### src/verilog/ccde_pkg.sv
// Shared constants, types and decode helpers for the clear/complement/decrement executor
package ccde_pkg;

   localparam int CCDE_OPC_W = 14;
   localparam int CCDE_DATA_W = 8;
   localparam int CCDE_IDX_W = 7;
   localparam int CCDE_GRP_W = 6;
   localparam int CCDE_CNT_W = 16;

   // Opcode groups held in opcode[13:8]
   localparam logic [5:0] CCDE_GRP_CLR = 6'h01;
   localparam logic [5:0] CCDE_GRP_INV = 6'h09;
   localparam logic [5:0] CCDE_GRP_DEC = 6'h03;
   localparam int CCDE_DEST_BIT = 7;
   localparam logic [13:0] CCDE_OPC_CLRACC = 14'h0103;
   localparam logic [13:0] CCDE_OPC_KICK = 14'h0064;

   localparam logic [7:0] CCDE_ZERO_BYTE = 8'h00;
   localparam logic [7:0] CCDE_ONE_BYTE = 8'h01;

   // APB register map (byte addresses)
   localparam logic [7:0] CCDE_OFS_CTRL = 8'h00;
   localparam logic [7:0] CCDE_OFS_STATUS = 8'h04;
   localparam logic [7:0] CCDE_OFS_ACCUM = 8'h08;
   localparam logic [7:0] CCDE_OFS_COUNT = 8'h0c;
   localparam logic [7:0] CCDE_OFS_LAST = 8'h10;

   // Field positions
   localparam int CCDE_CTRL_EN_BIT = 0;
   localparam int CCDE_ST_ZERO_BIT = 0;
   localparam int CCDE_ST_EXPIRY_BIT = 1;
   localparam int CCDE_ST_SLEEP_BIT = 2;

   // Reset values
   localparam logic CCDE_RST_EXEC_EN = 1'b1;
   localparam logic CCDE_RST_EXPIRY = 1'b1;
   localparam logic CCDE_RST_SLEEP = 1'b1;
   localparam logic CCDE_RST_ZERO = 1'b0;
   localparam logic [7:0] CCDE_RST_ACCUM = 8'h00;

   typedef enum logic [5:0] {
      CCDE_OP_NONE = 6'b000001,
      CCDE_OP_CLEAR_FILE_REG = 6'b000010,
      CCDE_OP_CLEAR_ACCUMULATOR = 6'b000100,
      CCDE_OP_INV = 6'b001000,
      CCDE_OP_DEC = 6'b010000,
      CCDE_OP_KICK = 6'b100000
   } ccde_op_t;

   typedef struct packed {
      logic valid;
      logic [13:0] opcode;
      logic [7:0] operand;
   } ccde_instr_t;

   typedef struct packed {
      logic en;
      logic [6:0] addr;
      logic [7:0] data;
   } ccde_wr_t;

   function automatic logic [5:0] ccde_group(input logic [13:0] opc);
      return opc[13:8];
   endfunction

   function automatic logic ccde_dest_file(input logic [13:0] opc);
      return opc[CCDE_DEST_BIT];
   endfunction

endpackage

### src/verilog/ccde_alu.sv
// Instruction decode and result datapath for the executor
`timescale 1ns/1ps
`default_nettype none
module ccde_alu
   import ccde_pkg::*;
(
   input wire logic [13:0] opcode,
   input wire logic [7:0] operand,
   output ccde_op_t op,
   output logic [7:0] result,
   output logic destFile
);

   always_comb
   begin
      op = CCDE_OP_NONE;
      if (opcode == CCDE_OPC_KICK)
      begin
         op = CCDE_OP_KICK;
      end
      else if (ccde_group(opcode) == CCDE_GRP_CLR && ccde_dest_file(opcode))
      begin
         op = CCDE_OP_CLEAR_FILE_REG;
      end
      else if (opcode == CCDE_OPC_CLRACC)
      begin
         op = CCDE_OP_CLEAR_ACCUMULATOR;
      end
      else if (ccde_group(opcode) == CCDE_GRP_INV)
      begin
         op = CCDE_OP_INV;
      end
      else if (ccde_group(opcode) == CCDE_GRP_DEC)
      begin
         op = CCDE_OP_DEC;
      end
   end

   always_comb
   begin
      result = CCDE_ZERO_BYTE;
      destFile = 1'b0;
      unique case (op)
         CCDE_OP_CLEAR_FILE_REG:
         begin
            result = CCDE_ZERO_BYTE;
            destFile = 1'b1;
         end
         CCDE_OP_INV:
         begin
            result = ~operand;
            destFile = ccde_dest_file(opcode);
         end
         CCDE_OP_DEC:
         begin
            result = operand - CCDE_ONE_BYTE;
            destFile = ccde_dest_file(opcode);
         end
         CCDE_OP_NONE, CCDE_OP_CLEAR_ACCUMULATOR, CCDE_OP_KICK:
         begin
            result = CCDE_ZERO_BYTE;
            destFile = 1'b0;
         end
      endcase
   end

endmodule
`default_nettype wire

### src/verilog/ccde_exec.sv
// Executor for clear, complement, decrement and guard-kick instructions with APB registers
//
// Functional notes
// - Clear-file writes zero, sets null flag
// - Invert-file yields complement, updates null flag
// - Target bit 0 accumulator, 1 file
// - Decrement-file subtracts one to chosen target
// - Kick resets guard count via the guard clear pulse
// - Kick sets expiry and sleep flags
// - Decrement opcode prefix; null flag from result
`timescale 1ns/1ps
`default_nettype none
module ccde_exec
   import ccde_pkg::*;
(
   input wire logic clk_sys,
   input wire logic nrst,
   // Instruction from the decoder, operand already read from the register file
   input wire ccde_instr_t instrIn,
   // Other core logic clears the flags (guard timeout, sleep entry)
   input wire logic expiryClr,
   input wire logic sleepClr,
   output ccde_wr_t fileWr,
   output logic [7:0] accum,
   output logic resultNullFlag,
   output logic dogExpiryFlag,
   output logic sleepEntryFlag,
   output logic guardClear,
   output logic instrDone,
   // APB slave
   input wire logic psel,
   input wire logic penable,
   input wire logic pwrite,
   input wire logic [7:0] paddr,
   input wire logic [31:0] pwdata,
   output logic [31:0] prdata,
   output logic pready,
   output logic pslverr
);

   ccde_op_t op;
   logic [7:0] aluResult;
   logic aluDestFile;

   ccde_alu u_alu
   (
      .opcode(instrIn.opcode),
      .operand(instrIn.operand),
      .op(op),
      .result(aluResult),
      .destFile(aluDestFile)
   );

   // Execution state
   ccde_wr_t fileWr_q, fileWr_d;
   logic [7:0] accum_q, accum_d;
   logic zero_q, zero_d;
   logic expiry_q, expiry_d;
   logic sleep_q, sleep_d;
   logic guardClear_q, guardClear_d;
   logic done_q, done_d;
   logic [15:0] count_q, count_d;
   logic [7:0] last_q, last_d;

   // Register interface state
   logic execEn_q, execEn_d;
   logic pready_q, pready_d;
   logic pslverr_q, pslverr_d;
   logic [31:0] prdata_q, prdata_d;

   logic execGo;
   logic apbAccess;
   logic apbCommit;
   logic apbWrAccum;

   assign execGo = instrIn.valid && execEn_q && (op != CCDE_OP_NONE);
   assign apbAccess = psel && penable;
   // Write commits on the edge where the master sees pready high
   assign apbCommit = apbAccess && pready_q && pwrite;
   assign apbWrAccum = apbCommit && (paddr == CCDE_OFS_ACCUM);

   always_comb
   begin
      fileWr_d = '0;
      accum_d = accum_q;
      zero_d = zero_q;
      expiry_d = expiry_q;
      sleep_d = sleep_q;
      guardClear_d = 1'b0;
      done_d = 1'b0;
      count_d = count_q;
      last_d = last_q;
      // Software load of the accumulator loses to a same-cycle instruction that targets the accumulator
      if (apbWrAccum)
      begin
         accum_d = pwdata[7:0];
      end
      if (execGo)
      begin
         done_d = 1'b1;
         count_d = count_q + 16'h0001;
         if (op == CCDE_OP_KICK)
         begin
            guardClear_d = 1'b1;
         end
         else
         begin
            last_d = aluResult;
            zero_d = (aluResult == CCDE_ZERO_BYTE);
            if (aluDestFile)
            begin
               fileWr_d.en = 1'b1;
               fileWr_d.addr = instrIn.opcode[6:0];
               fileWr_d.data = aluResult;
            end
            else
            begin
               accum_d = aluResult;
            end
         end
      end
      // Set wins over a clear in the same cycle
      if (expiryClr)
      begin
         expiry_d = 1'b0;
      end
      if (sleepClr)
      begin
         sleep_d = 1'b0;
      end
      if (execGo && op == CCDE_OP_KICK)
      begin
         expiry_d = 1'b1;
         sleep_d = 1'b1;
      end
   end

   always_ff @(posedge clk_sys)
   begin
      if (!nrst)
      begin
         fileWr_q <= '0;
         accum_q <= CCDE_RST_ACCUM;
         zero_q <= CCDE_RST_ZERO;
         expiry_q <= CCDE_RST_EXPIRY;
         sleep_q <= CCDE_RST_SLEEP;
         guardClear_q <= 1'b0;
         done_q <= 1'b0;
         count_q <= '0;
         last_q <= CCDE_ZERO_BYTE;
      end
      else
      begin
         fileWr_q <= fileWr_d;
         accum_q <= accum_d;
         zero_q <= zero_d;
         expiry_q <= expiry_d;
         sleep_q <= sleep_d;
         guardClear_q <= guardClear_d;
         done_q <= done_d;
         count_q <= count_d;
         last_q <= last_d;
      end
   end

   // APB: one wait state, then registered answer
   always_comb
   begin
      pready_d = 1'b0;
      pslverr_d = 1'b0;
      prdata_d = '0;
      execEn_d = execEn_q;
      if (apbAccess && !pready_q)
      begin
         pready_d = 1'b1;
         unique case (paddr)
            CCDE_OFS_CTRL:
            begin
               prdata_d[CCDE_CTRL_EN_BIT] = execEn_q;
            end
            CCDE_OFS_STATUS:
            begin
               prdata_d[CCDE_ST_ZERO_BIT] = zero_q;
               prdata_d[CCDE_ST_EXPIRY_BIT] = expiry_q;
               prdata_d[CCDE_ST_SLEEP_BIT] = sleep_q;
            end
            CCDE_OFS_ACCUM:
            begin
               prdata_d[7:0] = accum_q;
            end
            CCDE_OFS_COUNT:
            begin
               prdata_d[15:0] = count_q;
            end
            CCDE_OFS_LAST:
            begin
               prdata_d[7:0] = last_q;
            end
            default:
            begin
               pslverr_d = 1'b1;
            end
         endcase
         if (pwrite)
         begin
            prdata_d = '0;
         end
      end
      if (apbCommit && paddr == CCDE_OFS_CTRL)
      begin
         execEn_d = pwdata[CCDE_CTRL_EN_BIT];
      end
   end

   always_ff @(posedge clk_sys)
   begin
      if (!nrst)
      begin
         pready_q <= 1'b0;
         pslverr_q <= 1'b0;
         prdata_q <= '0;
         execEn_q <= CCDE_RST_EXEC_EN;
      end
      else
      begin
         pready_q <= pready_d;
         pslverr_q <= pslverr_d;
         prdata_q <= prdata_d;
         execEn_q <= execEn_d;
      end
   end

   assign fileWr = fileWr_q;
   assign accum = accum_q;
   assign resultNullFlag = zero_q;
   assign dogExpiryFlag = expiry_q;
   assign sleepEntryFlag = sleep_q;
   assign guardClear = guardClear_q;
   assign instrDone = done_q;
   assign prdata = prdata_q;
   assign pready = pready_q;
   assign pslverr = pslverr_q;
endmodule
`default_nettype wire

### config.mk
export PLATFORM = sky130hd
export DESIGN_NAME = ccde_exec
export DESIGN_NICKNAME = d
export VERILOG_FILES = /design/src/verilog/ccde_pkg.sv /design/src/verilog/ccde_alu.sv /design/src/verilog/ccde_exec.sv
export SDC_FILE = /design/constraint.sdc
export NUM_CORES = 1
export LEC_CHECK = 0
export ABC_AREA = 0
export BUFFER_PORTS_ARGS = -buffer_cell sky130_fd_sc_hd__buf_2
export CORE_AREA = 2 2 91 93
export DETAILED_ROUTE_END_ITERATION = 10
export DIE_AREA = 0 0 93 95
export GPL_ROUTABILITY_DRIVEN = 0
export GPL_TIMING_DRIVEN = 0
export PLACE_DENSITY = 0.75
export SLEW_MARGIN = 10
export SYNTH_ARGS = -nofsm -noshare
export SYNTH_HDL_FRONTEND = slang
export SYNTH_SLANG_ARGS = --single-unit
### constraint.sdc
create_clock -name clk_sys -period 2.01 [get_ports clk_sys]
set_input_delay 0.402 -clock clk_sys [delete_from_list [all_inputs] [get_ports clk_sys]]
set_output_delay 0.402 -clock clk_sys [all_outputs]
set_load 0.02 [all_outputs]
==> flow_metrics.env <==
export IMPL_r2r_start="execEn_q$_SDFFE_PN1P_"
export IMPL_cp_arrival_ns=2.24
export IMPL_die_area_um2=8835
export IMPL_via_count=3187
export IMPL_netlist_area_leader_share=0.4249
export IMPL_numPortBuffers=91
export IMPL_cts_buffers=9
export IMPL_route_detailed_drc=0
export IMPL_grt_pass1_vias=3004
export IMPL_grt_usage=0.2049
export IMPL_cp_required_ns=2.29
export IMPL_holdCritPathClass="in -> reg"
export IMPL_hold_viol=0
export IMPL_synth_top_family_by_area="simple AND/OR/NAND/NOR gates"
export IMPL_syn_avg_cell_area_um2=8.926
export IMPL_status="finished, final reports clean"
export IMPL_syn_area_um2=3392
export IMPL_yosys_top_cells_count="72 x dfxtp_1, 38 x nor2_1, 23 x nand2_1"
export IMPL_fin_area_um2=4258
export IMPL_drt_first_pass_iters=5
export IMPL_place_area_um2=4035
export IMPL_ys_types=62
export IMPL_clock_skew_ns=0.009453
export IMPL_synthAdderAreaFrac=0.007377
export IMPL_start_util=0.4279
export IMPL_synth_xor_area_share=0.005164
export IMPL_rsz0062_at_grt="true"
export IMPL_cts_tree="built"
export IMPL_worstPathMaxFanout=10
export IMPL_post_route_min_period_ns=1.953
export IMPL_syn_to_final_growth_pct=25.53
export IMPL_synth_flop_cell="dfxtp_1"
export IMPL_cp_endpoint="count_q[8]$_SDFFE_PN0N_"
export IMPL_worst_ir_drop_vdd_mv=0.2829
export IMPL_clockRootBuffer="clkbuf_8"
export IMPL_antenna_cells=0
export IMPL_insertion_delay_ns=0.35
export IMPL_synth_simple_gate_area_frac=0.2541
export IMPL_yosys_area_top_type="dfxtp_1"
export IMPL_antenna_found_initial=0
export IMPL_critPathKind="in -> reg"
export IMPL_end_kind="flop"
export IMPL_boundaryPins=133
export IMPL_drtIter0Drc=163
export IMPL_fin_crit_sh=0.9714
export IMPL_slew_headroom=0.4331
export IMPL_die_x_um=93
export IMPL_htree_num_levels=3
export IMPL_leakagePower_uw=0.001855
export IMPL_drt_total_wl_mm=8.778
export IMPL_clk_pin_slew_ns=0.08
export IMPL_ctsHoldBuffers=0
export IMPL_reg2reg_depth=5
export IMPL_dp_hpwl_mm=6.581
export IMPL_p_clk_frac=0.394
export IMPL_via_per_inst=5.268
export IMPL_grt_overflow_total=0
export IMPL_maxCapViolCount=0
export IMPL_share_comb_of_total_power=0.092
export IMPL_synth_compound_area_share=0.1612
export IMPL_r2r_end="count_q[6]$_SDFFE_PN0N_"
export IMPL_die_y_um=95
export IMPL_synthMuxAreaShare=0.07414
export IMPL_p_sw_uw=705.7
export IMPL_swShare=0.2518
export IMPL_power_frac_seq=0.514
export IMPL_synthMostInstantiatedCell="dfxtp_1"
export IMPL_cts_buffer_depth=2
export IMPL_ys_warnings_count=0
export IMPL_wire_per_inst_um=14.51
export IMPL_drive_above_1_share=0.3120
export IMPL_fillers=769
export IMPL_setup_viol=0
export IMPL_core_area_um2=7928
export IMPL_synth_area_leaders="dfxtp_1 42%, mux2i_1 4.4%, nor2_1 4.2%"
export IMPL_worst_slew_pin_slew_ns=0.8386
export IMPL_synth_edf_count=0
export IMPL_layout_nets=568
export IMPL_grt_max_degree=13
export IMPL_cp_start_kind="input pin"
export IMPL_r2r_slack_ns=0.14
export IMPL_rows=33
export IMPL_power_uw=2802
export IMPL_ys_ff_latch=72
export IMPL_fmax_ghz=0.5122
export IMPL_clkSinkCount=72
export IMPL_syn_inst=380
export IMPL_antenna_left=0
export IMPL_yosysSeqAreaShare=0.4249
export IMPL_synth_async_reset_ratio=0
export IMPL_startpoint="instrIn[18]"
export IMPL_min_path_cells=2
export IMPL_grt_pass1_wl_mm=14.24
export IMPL_power_density_nw_per_um2=658.2
export IMPL_internal_power_uw=2097
export IMPL_finalMaxSlewViolations=0
[routing by layer]
layer | vias up | routed length (um) | global-route usage
met4 | 0 | 206 | 0.08946
met3 | 18 | 686 | 0.05267
li1 | 1574 | - | -
met2 | 147 | 3997 | 0.3188
met5 | - | 0 | 0
met1 | 1448 | 3888 | 0.2692
[logic make-up after synthesis]
kind of cell,after synthesis
simple gates,158
compound gates,77
flops,72
buf+inv,44
mux,24
fa+ha+maj,2
xor+xnor,2
other cells,1
[flip-flops by register name, summed over array words and instances (netlist names), 8 cells and up]
| name | flops |
|---|---|
| fileWr | 16 |
| prdata | 16 |
| last_q | 8 |
| accum | 8 |
| count_q | 16 |
[stage by stage]
stage | hold slack, ns | TNS (ns) | instances | util | setup slack (ns)
after floorplan | 0.4360 | 0 | 395 | - | 0.02041
after global placement | 0.4496 | -9.173 | 591 | 0.5090 | -0.3030
after detailed placement | 0.4539 | -10.29 | 591 | 0.5090 | -0.3828
after CTS | 0.2345 | 0 | 605 | 0.5330 | 0.04615
after global routing | 0.2419 | -0.2437 | 605 | 0.5371 | -0.06773
final | 0.2340 | 0 | 605 | 0.5371 | 0.05750
[how the worst min path moves through the flow]
stage                                 startpoint                         end  slack, ns
after floorplan           last_q[0]$_SDFFE_PN0P_      last_q[0]$_SDFFE_PN0P_       0.44
after global placement    last_q[2]$_SDFFE_PN0P_      last_q[2]$_SDFFE_PN0P_       0.45
after detailed placement  last_q[2]$_SDFFE_PN0P_      last_q[2]$_SDFFE_PN0P_       0.45
after CTS                              expiryClr  dogExpiryFlag$_SDFFE_PP1P_       0.23
after global routing                   expiryClr  dogExpiryFlag$_SDFFE_PP1P_       0.24
final                                  expiryClr  dogExpiryFlag$_SDFFE_PP1P_       0.23
[final cells by class]
type | instances | area, um^2 | area share
Inverter | 13 | 48.80 | 0.01146
Clock buffer | 9 | 123.9 | 0.02909
Tap cell | 105 | 131.4 | 0.03086
Sequential cell | 72 | 1443 | 0.3388
Timing Repair Buffer | 91 | 455.4 | 0.1070
Clock inverter | 6 | 61.31 | 0.01440
Multi-Input combinational cell | 279 | 1798 | 0.4223
Buffer | 30 | 196.4 | 0.04614
[placed cells by master, fill, tap and decap left out, types with 3 or more instances in the layout]
cell type,netlist,layout
a211oi_1,13,13
a21oi_1,20,20
a22oi_1,9,9
and2_1,15,15
buf_2,3,93
buf_4,16,16
clkbuf_1,9,6
clkbuf_8,0,9
clkinv_2,0,3
conb_1,1,16
dfxtp_1,72,71
inv_1,12,12
mux2_2,9,9
mux2i_1,15,15
nand2_1,23,21
nand2b_1,9,9
nand3_1,19,19
nand4_1,10,10
nor2_1,38,38
nor2b_1,6,6
nor3_1,7,7
o21ai_0,12,12
or3_1,9,9
[critical path, stage by stage]
cell and delay (ns):
buf_2 0.13, or4b_4 0.58, a21oi_2 0.22, nand4_2 0.25, buf_2 0.27, a21oi_1 0.19
mux2i_1 0.19
[power groups by stage]
stage                     clock network (uW)  logic, uW  registers (uW)
after global placement                     0        241            1470
after detailed placement                   0        246            1470
after global routing                    1200        281            1440
after CTS                               1120        249            1440
final                                   1110        257            1440
after floorplan                            0        141            1480
[what timing repair did]
item,in CTS,in global routing
buffers inserted,0,0
setup endpoints to repair,4,26
resized for setup,1,12
pin swaps,0,0
(Power assumes the default switching activity.)
